**config.mk**
```make
export PLATFORM = sky130hd
export DESIGN_NAME = sscp_top
export DESIGN_NICKNAME = d
export VERILOG_FILES = /design/src/common/sscp_pkg.sv /design/src/logic/sscp_serial_rx.sv /design/src/logic/sscp_pwm_timer.sv /design/src/logic/sscp_top.sv
export SDC_FILE = /design/constraint.sdc
export NUM_CORES = 1
export LEC_CHECK = 0
export BUFFER_PORTS_ARGS = -buffer_cell sky130_fd_sc_hd__clkbuf_2
export CAP_MARGIN = 25
export CORE_MARGIN = 2
export CORE_UTILIZATION = 30
export CTS_CLUSTER_SIZE = 28
export DETAILED_ROUTE_END_ITERATION = 12
export PLACE_DENSITY_LB_ADDON = 0.25
export SLEW_MARGIN = 20
export SYNTH_ARGS = -nofsm -noshare
export SYNTH_HDL_FRONTEND = slang
export SYNTH_SLANG_ARGS = --single-unit
```
**constraint.sdc**
```tcl
create_clock -name SYS_CLK -period 4.7 [get_ports SYS_CLK]
set_input_delay 0 -clock SYS_CLK [delete_from_list [all_inputs] [get_ports SYS_CLK]]
set_output_delay 0 -clock SYS_CLK [all_outputs]
set_load 0.05 [all_outputs]
```
**src/common/sscp_pkg.sv**
```systemverilog
// constants, field positions and types for the stepper serial configuration block
// assumes a 40 MHz system clock; the logic files refer to names here with sscp_pkg::
package sscp_pkg;

    // ************************************************************
    // serial word layout (bit index equals the D number)
    // ************************************************************
    localparam int          WORD_BITS     = 19;
    localparam int          CFG_MSB       = 18;
    localparam int          SEL_BIT       = 0;
    localparam logic [4:0]  WORD_BITS_CNT = 5'h13;
    // word 0
    localparam int          W0_DAC1_LSB   = 1;
    localparam int          W0_DAC2_LSB   = 7;
    localparam int          DAC_W         = 6;
    localparam int          W0_PHASE1     = 13;
    localparam int          W0_PHASE2     = 14;
    localparam int          W0_MODE1      = 15;
    localparam int          W0_MODE2      = 16;
    localparam int          W0_REF_SEL    = 17;
    localparam int          W0_RANGE      = 18;
    // word 1
    localparam int          W1_BLANK_LSB  = 1;
    localparam int          W1_OFF_LSB    = 3;
    localparam int          W1_FD_LSB     = 8;
    localparam int          W1_CLK_LSB    = 12;
    localparam int          W1_SR_LSB     = 14;
    localparam int          W1_IDLE       = 18;
    localparam logic [18:1] CFG_RESET     = 18'h00000;

    // ************************************************************
    // timing
    // ************************************************************
    localparam int          SYS_CLK_HZ     = 40_000_000;
    localparam int          INT_OSC_HZ     = 4_000_000;
    localparam int          INT_OSC_DIV    = SYS_CLK_HZ / INT_OSC_HZ;
    localparam logic [3:0]  INT_OSC_DIV_M1 = 4'(INT_OSC_DIV - 1);
    localparam logic [2:0]  TIME_UNIT_M1   = 3'h7;

    typedef enum logic [1:0] {SSCP_CLK_INT = 2'b00, SSCP_CLK_EXT1 = 2'b01,
                              SSCP_CLK_EXT2 = 2'b10, SSCP_CLK_EXT4 = 2'b11} sscp_clk_src_e;
    typedef enum logic [1:0] {SSCP_SR_ACTIVE = 2'b00, SSCP_SR_OFF = 2'b01,
                              SSCP_SR_PASSIVE = 2'b10, SSCP_SR_LOW_ONLY = 2'b11} sscp_sr_mode_e;
    typedef enum logic [1:0] {SSCP_ST_BLANK = 2'b00, SSCP_ST_ON = 2'b01,
                              SSCP_ST_OFF = 2'b10} sscp_pwm_state_e;

    // blank time in master timing cycles
    function automatic logic [3:0] sscp_blank_cycles(input logic [1:0] code);
        case (code)
            2'h0:    sscp_blank_cycles = 4'h4;
            2'h1:    sscp_blank_cycles = 4'h6;
            2'h2:    sscp_blank_cycles = 4'h8;
            default: sscp_blank_cycles = 4'hc;
        endcase
    endfunction

endpackage

```
**src/logic/sscp_serial_rx.sv**
```systemverilog
// three-wire serial receiver: synchronises the pins and assembles 19-bit words
// assumes pins asynchronous to clk; host toggles slower than a few clk periods
`timescale 1ns/100ps
module sscp_serial_rx (
    // clock and reset
    input  wire  logic        clk,
    input  wire  logic        rst_b,
    // serial pins
    input  wire  logic        ser_clk_pin,
    input  wire  logic        ser_data_pin,
    input  wire  logic        ser_strobe_b_pin,
    // received word
    output logic              word_valid,
    output logic [18:0]       word
);
    logic [1:0] clk_s;
    logic [1:0] dat_s;
    logic [1:0] stb_s;
    logic       clk_d;
    logic       stb_d;
    logic [4:0] bits;
    wire        sclk_rise = clk_s[1] & ~clk_d;
    wire        stb_rise  = stb_s[1] & ~stb_d;
    wire        receiving = ~stb_s[1];

    always_ff @(posedge clk or negedge rst_b) begin
        if (!rst_b) begin
            clk_s <= 2'h0;
            dat_s <= 2'h0;
            stb_s <= 2'h3;
            clk_d <= 1'b0;
            stb_d <= 1'b1;
        end else begin
            clk_s <= {clk_s[0], ser_clk_pin};
            dat_s <= {dat_s[0], ser_data_pin};
            stb_s <= {stb_s[0], ser_strobe_b_pin};
            clk_d <= clk_s[1];
            stb_d <= stb_s[1];
        end
    end

    // D18 arrives first, D0 last, so the word lands with D0 in bit 0
    always_ff @(posedge clk or negedge rst_b) begin
        if (!rst_b) begin
            word       <= 19'h00000;
            bits       <= 5'h00;
            word_valid <= 1'b0;
        end else begin
            word_valid <= stb_rise && (bits == sscp_pkg::WORD_BITS_CNT);
            if (stb_rise) begin
                bits <= 5'h00;
            end else if (receiving && sclk_rise) begin
                word <= {word[17:0], dat_s[1]};
                bits <= (bits == 5'h1f) ? bits : bits + 5'h01;
            end
        end
    end
endmodule // sscp_serial_rx

```
**src/logic/sscp_pwm_timer.sv**
```systemverilog
// fixed off-time pwm timer for one bridge: blank, on, off with fast/slow decay
// assumes tick is a one-cycle pulse per master timing cycle and trip is synchronised
`timescale 1ns/100ps
module sscp_pwm_timer #(
    parameter int CNT_W = 8
) (
    // clock and reset
    input  wire  logic       clk,
    input  wire  logic       rst_b,
    // control
    input  wire  logic       tick,
    input  wire  logic       enable,
    input  wire  logic       phase,
    input  wire  logic       slow_mode,
    input  wire  logic       trip,
    input  wire  logic [1:0] blank_code,
    input  wire  logic [4:0] off_code,
    input  wire  logic [3:0] fd_code,
    // status
    output logic             source_on,
    output logic             fast_decay
);
    sscp_pkg::sscp_pwm_state_e state;
    sscp_pkg::sscp_pwm_state_e next_state;
    logic [CNT_W-1:0]          cnt;
    logic [CNT_W-1:0]          next_cnt;
    logic                      phase_q;
    wire                       phase_chg  = phase != phase_q;
    wire  [CNT_W-1:0]          blank_last = CNT_W'(sscp_pkg::sscp_blank_cycles(blank_code)) - CNT_W'(1);
    wire  [CNT_W-1:0]          off_len    = CNT_W'({off_code, sscp_pkg::TIME_UNIT_M1});
    wire  [CNT_W-1:0]          fd_len     = CNT_W'({fd_code, sscp_pkg::TIME_UNIT_M1});

    always_ff @(posedge clk or negedge rst_b) begin
        if (!rst_b) begin
            state   <= sscp_pkg::SSCP_ST_BLANK;
            cnt     <= '0;
            phase_q <= 1'b0;
        end else begin
            state   <= next_state;
            cnt     <= next_cnt;
            phase_q <= phase;
        end
    end

    always_comb begin
        next_state = state;
        next_cnt   = cnt;
        if (!enable || phase_chg) begin
            next_state = sscp_pkg::SSCP_ST_BLANK;
            next_cnt   = '0;
        end else begin
            case (state)
                sscp_pkg::SSCP_ST_BLANK: begin
                    // comparator not looked at while blanking
                    if (tick) begin
                        if (cnt == blank_last) begin
                            next_state = sscp_pkg::SSCP_ST_ON;
                            next_cnt   = '0;
                        end else begin
                            next_cnt = cnt + CNT_W'(1);
                        end
                    end
                end
                sscp_pkg::SSCP_ST_ON: begin
                    if (trip) begin
                        next_state = sscp_pkg::SSCP_ST_OFF;
                        next_cnt   = '0;
                    end
                end
                sscp_pkg::SSCP_ST_OFF: begin
                    if (tick) begin
                        if (cnt == off_len - CNT_W'(1)) begin
                            next_state = sscp_pkg::SSCP_ST_BLANK;
                            next_cnt   = '0;
                        end else begin
                            next_cnt = cnt + CNT_W'(1);
                        end
                    end
                end
                default: begin
                    next_state = sscp_pkg::SSCP_ST_BLANK;
                    next_cnt   = '0;
                end
            endcase
        end
    end

    assign source_on  = enable && (state != sscp_pkg::SSCP_ST_OFF);
    // fast decay runs first; a longer fast time covers the whole off-time
    assign fast_decay = enable && (state == sscp_pkg::SSCP_ST_OFF) && !slow_mode && (cnt < fd_len);
endmodule // sscp_pwm_timer

```
**src/logic/sscp_top.sv**
```systemverilog
// top of the stepper serial configuration and pwm timing block
// assumes pins are asynchronous to SYS_CLK (40 MHz) and the external clock is below 10 MHz

`timescale 1ns/100ps

module sscp_top (
    // clock and reset
    input  wire  logic       SYS_CLK,
    input  wire  logic       RST_B,
    // serial port
    input  wire  logic       SER_CLK,
    input  wire  logic       SER_DATA,
    input  wire  logic       SER_STROBE_B,
    // device control pins
    input  wire  logic       SLEEP_B,
    input  wire  logic       TIMING_CLOCK_PIN,
    input  wire  logic       UNDERVOLTAGE_IN,
    // current-sense comparators
    input  wire  logic       BRIDGE_ONE_TRIP,
    input  wire  logic       BRIDGE_TWO_TRIP,
    // bridge one
    output logic             BRIDGE_ONE_OUTPUT_A,
    output logic             BRIDGE_ONE_OUTPUT_B,
    output logic             BRIDGE_ONE_ENABLE,
    output logic             BRIDGE_ONE_SOURCE_ON,
    output logic             BRIDGE_ONE_FAST_DECAY,
    output logic [5:0]       BRIDGE_ONE_DAC,
    // bridge two
    output logic             BRIDGE_TWO_OUTPUT_A,
    output logic             BRIDGE_TWO_OUTPUT_B,
    output logic             BRIDGE_TWO_ENABLE,
    output logic             BRIDGE_TWO_SOURCE_ON,
    output logic             BRIDGE_TWO_FAST_DECAY,
    output logic [5:0]       BRIDGE_TWO_DAC,
    // analog setup
    output logic             REF_SELECT_EXTERNAL,
    output logic             SENSE_GAIN_RANGE,
    output logic [1:0]       SYNC_RECTIFIER_MODE,
    // timing and status
    output logic             MASTER_TIMING_CLOCK,
    output logic             CHARGE_PUMP_CLK,
    output logic             IDLE_MODE,
    output logic             UNDERVOLTAGE_FLAG
);

    // ************************************************************
    // pin synchronisers
    // ************************************************************
    logic [1:0] sleep_s;
    logic [1:0] osc_s;
    logic [1:0] uv_s;
    logic [1:0] trip1_s;
    logic [1:0] trip2_s;
    logic       osc_d;

    always_ff @(posedge SYS_CLK or negedge RST_B) begin
        if (!RST_B) begin
            sleep_s <= 2'h0;
            osc_s   <= 2'h0;
            uv_s    <= 2'h0;
            trip1_s <= 2'h0;
            trip2_s <= 2'h0;
            osc_d   <= 1'b0;
        end else begin
            sleep_s <= {sleep_s[0], SLEEP_B};
            osc_s   <= {osc_s[0], TIMING_CLOCK_PIN};
            uv_s    <= {uv_s[0], UNDERVOLTAGE_IN};
            trip1_s <= {trip1_s[0], BRIDGE_ONE_TRIP};
            trip2_s <= {trip2_s[0], BRIDGE_TWO_TRIP};
            osc_d   <= osc_s[1];
        end
    end

    wire asleep    = ~sleep_s[1];
    wire uv_fault  = uv_s[1];
    wire osc_rise  = osc_s[1] & ~osc_d;

    // ************************************************************
    // serial receiver
    // ************************************************************
    logic        word_valid;
    logic [18:0] rx_word;

    sscp_serial_rx u_rx (
        .clk              (SYS_CLK),
        .rst_b            (RST_B),
        .ser_clk_pin      (SER_CLK),
        .ser_data_pin     (SER_DATA),
        .ser_strobe_b_pin (SER_STROBE_B),
        .word_valid       (word_valid),
        .word             (rx_word)
    );

    // ************************************************************
    // configuration words
    // ************************************************************
    logic [18:1] word0;
    logic [18:1] word1;

    wire clear_cfg  = asleep || uv_fault;
    wire load_word0 = word_valid && !rx_word[sscp_pkg::SEL_BIT];
    wire load_word1 = word_valid &&  rx_word[sscp_pkg::SEL_BIT];

    always_ff @(posedge SYS_CLK or negedge RST_B) begin
        if (!RST_B) begin
            word0 <= sscp_pkg::CFG_RESET;
            word1 <= sscp_pkg::CFG_RESET;
        end else if (clear_cfg) begin
            word0 <= sscp_pkg::CFG_RESET;
            word1 <= sscp_pkg::CFG_RESET;
        end else begin
            if (load_word0) begin
                word0 <= rx_word[sscp_pkg::CFG_MSB:1];
            end
            if (load_word1) begin
                word1 <= rx_word[sscp_pkg::CFG_MSB:1];
            end
        end
    end

    // ************************************************************
    // field decode
    // ************************************************************
    wire [5:0] dac1       = word0[sscp_pkg::W0_DAC1_LSB +: sscp_pkg::DAC_W];
    wire [5:0] dac2       = word0[sscp_pkg::W0_DAC2_LSB +: sscp_pkg::DAC_W];
    wire       phase1     = word0[sscp_pkg::W0_PHASE1];
    wire       phase2     = word0[sscp_pkg::W0_PHASE2];
    wire       slow1      = word0[sscp_pkg::W0_MODE1];
    wire       slow2      = word0[sscp_pkg::W0_MODE2];
    wire       ref_ext    = word0[sscp_pkg::W0_REF_SEL];
    wire       range_4    = word0[sscp_pkg::W0_RANGE];
    wire [1:0] blank_code = word1[sscp_pkg::W1_BLANK_LSB +: 2];
    wire [4:0] off_code   = word1[sscp_pkg::W1_OFF_LSB +: 5];
    wire [3:0] fd_code    = word1[sscp_pkg::W1_FD_LSB +: 4];
    wire [1:0] clk_sel    = word1[sscp_pkg::W1_CLK_LSB +: 2];
    wire [1:0] sr_mode    = word1[sscp_pkg::W1_SR_LSB +: 2];
    // test bits D16, D17 are stored but steer nothing
    wire       idle       = !word1[sscp_pkg::W1_IDLE];
    wire       run        = !idle && !asleep && !uv_fault;

    // ************************************************************
    // master timing clock selection
    // ************************************************************
    logic [3:0] int_div;
    logic [1:0] ext_div;
    logic       master_tick;
    logic       next_tick;
    wire        clock_source_select_low  = clk_sel[0];
    wire        clock_source_select_high = clk_sel[1];
    wire        int_tick = (int_div == sscp_pkg::INT_OSC_DIV_M1);

    always_comb begin
        case (sscp_pkg::sscp_clk_src_e'({clock_source_select_high, clock_source_select_low}))
            sscp_pkg::SSCP_CLK_INT:  next_tick = int_tick;
            sscp_pkg::SSCP_CLK_EXT1: next_tick = osc_rise;
            sscp_pkg::SSCP_CLK_EXT2: next_tick = osc_rise && ext_div[0];
            sscp_pkg::SSCP_CLK_EXT4: next_tick = osc_rise && (ext_div == 2'h3);
            default:                 next_tick = int_tick;
        endcase
    end

    always_ff @(posedge SYS_CLK or negedge RST_B) begin
        if (!RST_B) begin
            int_div     <= 4'h0;
            ext_div     <= 2'h0;
            master_tick <= 1'b0;
        end else begin
            int_div     <= int_tick ? 4'h0 : int_div + 4'h1;
            ext_div     <= osc_rise ? ext_div + 2'h1 : ext_div;
            master_tick <= next_tick && !asleep;
        end
    end

    // ************************************************************
    // pwm timers
    // ************************************************************
    wire [1:0] bridge_en  = {run && (dac2 != 6'h00), run && (dac1 != 6'h00)};
    wire [1:0] phase_v    = {phase2, phase1};
    wire [1:0] slow_v     = {slow2, slow1};
    wire [1:0] trip_v     = {trip2_s[1], trip1_s[1]};
    wire [1:0] source_on_v;
    wire [1:0] fast_v;

    genvar gi;
    generate
        for (gi = 0; gi < 2; gi = gi + 1) begin : g_bridge
            sscp_pwm_timer #(
                .CNT_W (8)
            ) u_timer (
                .clk        (SYS_CLK),
                .rst_b      (RST_B),
                .tick       (master_tick),
                .enable     (bridge_en[gi]),
                .phase      (phase_v[gi]),
                .slow_mode  (slow_v[gi]),
                .trip       (trip_v[gi]),
                .blank_code (blank_code),
                .off_code   (off_code),
                .fd_code    (fd_code),
                .source_on  (source_on_v[gi]),
                .fast_decay (fast_v[gi])
            );
        end
    endgenerate

    // ************************************************************
    // output registers
    // ************************************************************
    always_ff @(posedge SYS_CLK or negedge RST_B) begin
        if (!RST_B) begin
            BRIDGE_ONE_OUTPUT_A   <= 1'b0;
            BRIDGE_ONE_OUTPUT_B   <= 1'b0;
            BRIDGE_ONE_ENABLE     <= 1'b0;
            BRIDGE_ONE_SOURCE_ON  <= 1'b0;
            BRIDGE_ONE_FAST_DECAY <= 1'b0;
            BRIDGE_ONE_DAC        <= 6'h00;
        end else begin
            // drivers off when disabled; otherwise direction follows phase
            BRIDGE_ONE_OUTPUT_A   <= bridge_en[0] &&  phase1;
            BRIDGE_ONE_OUTPUT_B   <= bridge_en[0] && !phase1;
            BRIDGE_ONE_ENABLE     <= bridge_en[0];
            BRIDGE_ONE_SOURCE_ON  <= source_on_v[0];
            BRIDGE_ONE_FAST_DECAY <= fast_v[0];
            BRIDGE_ONE_DAC        <= dac1;
        end
    end

    always_ff @(posedge SYS_CLK or negedge RST_B) begin
        if (!RST_B) begin
            BRIDGE_TWO_OUTPUT_A   <= 1'b0;
            BRIDGE_TWO_OUTPUT_B   <= 1'b0;
            BRIDGE_TWO_ENABLE     <= 1'b0;
            BRIDGE_TWO_SOURCE_ON  <= 1'b0;
            BRIDGE_TWO_FAST_DECAY <= 1'b0;
            BRIDGE_TWO_DAC        <= 6'h00;
        end else begin
            BRIDGE_TWO_OUTPUT_A   <= bridge_en[1] &&  phase2;
            BRIDGE_TWO_OUTPUT_B   <= bridge_en[1] && !phase2;
            BRIDGE_TWO_ENABLE     <= bridge_en[1];
            BRIDGE_TWO_SOURCE_ON  <= source_on_v[1];
            BRIDGE_TWO_FAST_DECAY <= fast_v[1];
            BRIDGE_TWO_DAC        <= dac2;
        end
    end

    always_ff @(posedge SYS_CLK or negedge RST_B) begin
        if (!RST_B) begin
            REF_SELECT_EXTERNAL <= 1'b0;
            SENSE_GAIN_RANGE    <= 1'b0;
            SYNC_RECTIFIER_MODE <= 2'h0;
            MASTER_TIMING_CLOCK <= 1'b0;
            CHARGE_PUMP_CLK     <= 1'b0;
            IDLE_MODE           <= 1'b1;
            UNDERVOLTAGE_FLAG   <= 1'b0;
        end else begin
            REF_SELECT_EXTERNAL <= ref_ext;
            SENSE_GAIN_RANGE    <= range_4;
            SYNC_RECTIFIER_MODE <= sr_mode;
            MASTER_TIMING_CLOCK <= master_tick;
            // charge pump toggles on each master tick and stops in idle or sleep
            if (!run) begin
                CHARGE_PUMP_CLK <= 1'b0;
            end else if (master_tick) begin
                CHARGE_PUMP_CLK <= !CHARGE_PUMP_CLK;
            end
            IDLE_MODE           <= idle;
            UNDERVOLTAGE_FLAG   <= uv_fault;
        end
    end

endmodule // sscp_top

```
==> run metrics <==
drt wl/cell=~14 µm; first-pass GRT wire length=19330 µm; Via density=4.690; RSZ-0062 raised after global routing=no; Max FO, Critical Path=11; vias in the first global route=about 3900; Ports=40; Synth area leaders=dfrtp_1, nand2_1, mux2_2; post-CTS resize count=0; slew margin rel.=48.38%; Longest Clk Path Bufs=2; synth warn=0; starting DRC count in detailed routing=187; Leak Pwr=0.003115 µW; status=finished clean; synthesized flop and latch total=137; met3 Track Usage GR=under 10%; Synth area leader=dfrtp_1; DRT Pass-1 Iters=4; Worst IR Drop VDD=0.0002625 V; HPWL after DPL=roughly 8000 µm; syn nets=533; Post-Syn Area=between 5000 and 6000 µm²; Gate Count Post-Synth=506; Routed WL=11410 µm; top_reg_cell synth=dfrtp_1; Port Buffers=39; DR vias=roughly 3700; DP Worst Slack=2.600 ns; Data required, critical path=about 5.0 ns; final worst path period need=2.097 ns; post-route ant nets=0; crit path kind=reg2reg; setup bufs post-CTS=0; Crit path top cell by count=nor2_1; std cell rows=50; CP Capture Type=flip-flop; GRT Overall Usage=12.39%; Seq/Total Area, Yosys=60.23%; sequential standard cell area=3433 µm²; H-tree Lvls=4; Crit-path slowest cell=nor2_1; Critical Path Start Type=flip-flop; Final Net Count=579; design area=6813 µm²; critical path cell sequence=xor2_1 -> a211o_1 -> nor2_1 -> nor2_1 -> mux2_2 -> a22o_1; CTS tree=yes; Worst Setup SP=word0[14]; FMAX=476.9 MHz; worst reg2reg path startpoint=word0[14]; worst r2r path cells=6; Starting Density=a little under a third; Tightest Pin Transition=0.7743 ns; clock tree root buffer cell=clkbuf_16; Final Setup Violations=0; PnR worst setup slack=2.603 ns; Cell variety after synth=50; Post-CTS Hold Buffers=9; number of buffers created by CTS=17; layout cells sized above 1=20.18%; GR met1 Demand/Resource=15.59%; TNS Setup=0 ns; number of fill cells=between 1500 and 2000; Yosys top cell area share=58.38%; EDFF count, synth=0; # DRC=0; PD cells=398.5 nW/µm²; Die X=141.8 µm; total congestion overflow=0; period utilisation layout=between 40% and 50%; clock sink total=137; Synth-to-Final Area Change=19.51%; n_diodes=0; multi-input logic area=2101 µm²; CTS clk-pin slew, worst paths=0.06 ns; Hold Vio Cnt, Final=0; GP Congestion=0.8381; max_cap viols=0; die height=141.8 µm; largest net degree at the start of global routing=82; worst clock skew=0.006541 ns; global route hottest layer=met2; crit path DAT=roughly 2.4 ns; Worst path max stage delay=slightly above 0.5 ns; Hold Crit Class=in2async; core footprint=roughly 19000 µm²; Cell Area, Placed=6130 µm²; Async S/R FF share, synth=100.0%; average cell area after synthesis=11.27 µm²; die area=just over 20000 µm²; Max Slew Vio Count=0; met2 global-route usage=roughly a fifth; worst-skew pair later-pin latency=0.42 ns; initial antenna violation count=0
power breakdown:
part / leakage (µW) / internal, µW / switching [µW]
clock network: 0.000296 / 817 / 513
registers: 0.00183 / 1230 / 47.0
logic: 0.000984 / 53.9 / 49.8
total: 0.00312 / 2100 / 610
cell usage in the layout, fill, tap and decap left out, types with 3 or more instances in the layout:
cell type	count
clkinv_2	3
nor2_1	22
dfstp_2	4
xnor2_1	12
nand2b_1	5
o21ai_0	7
nor4_1	6
mux2_2	22
a21o_1	4
nor3_1	9
mux2i_1	3
clkbuf_2	38
dlygate4sd3_1	9
a21oi_1	44
dfrtp_1	133
clkbuf_16	17
a31oi_1	3
buf_4	4
nand3_1	12
nor2b_1	6
o31ai_1	3
and2_1	5
inv_1	19
inv_6	6
and3_1	6
ha_1	17
xor2_1	12
o31ai_2	3
nand4_1	7
nand2_1	86
Yosys cell counts (7+ instances only):
cell type	instances
ha_1	17
nor3_1	9
nand3_1	12
o21ai_0	7
xor2_1	12
dfrtp_1	133
nand4_1	7
a21oi_1	44
xnor2_1	12
nor2_1	22
clkbuf_1	20
inv_1	19
mux2_2	22
nand2_1	86
logic make-up after synthesis:
| family | Yosys count | share of synthesized area (%) |
|---|---|---|
| buf+inv | 44 | 3.007 |
| mux | 25 | 4.873 |
| flops | 137 | 60.23 |
| xor+xnor | 24 | 3.687 |
| fa+ha+maj | 17 | 3.731 |
| simple gates | 175 | 14.99 |
| compound gates | 84 | 9.482 |
layout make-up:
cell class                      count  share of cell area [%]
Clock buffer                       20                   6.703
Multi-Input combinational cell    325                   30.84
Sequential cell                   137                   50.39
Inverter                           19                   1.047
Clock inverter                     12                   2.002
Tap cell                          234                   4.298
Timing Repair Buffer               52                   4.720
worst paths after layout:
kind,slack (ns),endpoint
worst max-delay path,2.60,g_bridge[1].u_timer.cnt[3]
worst min-delay path,0.19,BRIDGE_ONE_OUTPUT_A
worst max register to register,2.60,g_bridge[1].u_timer.cnt[3]
worst min register to register,0.35,trip1_s[1]
max in group asynchronous,3.31,word1[10]
min in group SYS_CLK,0.22,u_rx.stb_s[0]
state kept, by name, summed over array words and instances, names as in the netlist, 4 cells and up:
| signal | cells |
|---|---|
| BRIDGE_TWO_DAC | 6 |
| int_div | 4 |
| g_bridge.u_timer.state | 4 |
| g_bridge.u_timer.cnt | 16 |
| u_rx.bits | 5 |
| word1 | 16 |
| u_rx.word | 19 |
| BRIDGE_ONE_DAC | 6 |
| word0 | 18 |
critical path, delay by kind of cell (launching register included):
kind            cells  cell delay [ns]
mux                 1             0.28
simple gates        2             0.58
flops               1             0.43
xor+xnor            1             0.16
compound gates      2             0.53
metal layers:
| metal | vias up | part of all wire [%] |
|---|---|---|
| li1 | 1815 | - |
| met1 | 1854 | 46 |
| met2 | 62 | 49 |
| met3 | 16 | 3.3 |
| met4 | 0 | 1.8 |
| met5 | - | 0 |
stage by stage:
stage	utilization [%]	total power, µW	hold slack [ns]	cells
after detailed placement	32.77	1405	0.09048	758
after global routing	36.42	2843	0.1856	799
final	36.42	2715	0.1874	799
after floorplan	-	1351	-0.2956	506
after global placement	32.77	1400	0.08867	758
after CTS	36.42	2763	0.1807	799
Note: power is estimated with default switching activity, not from simulation.
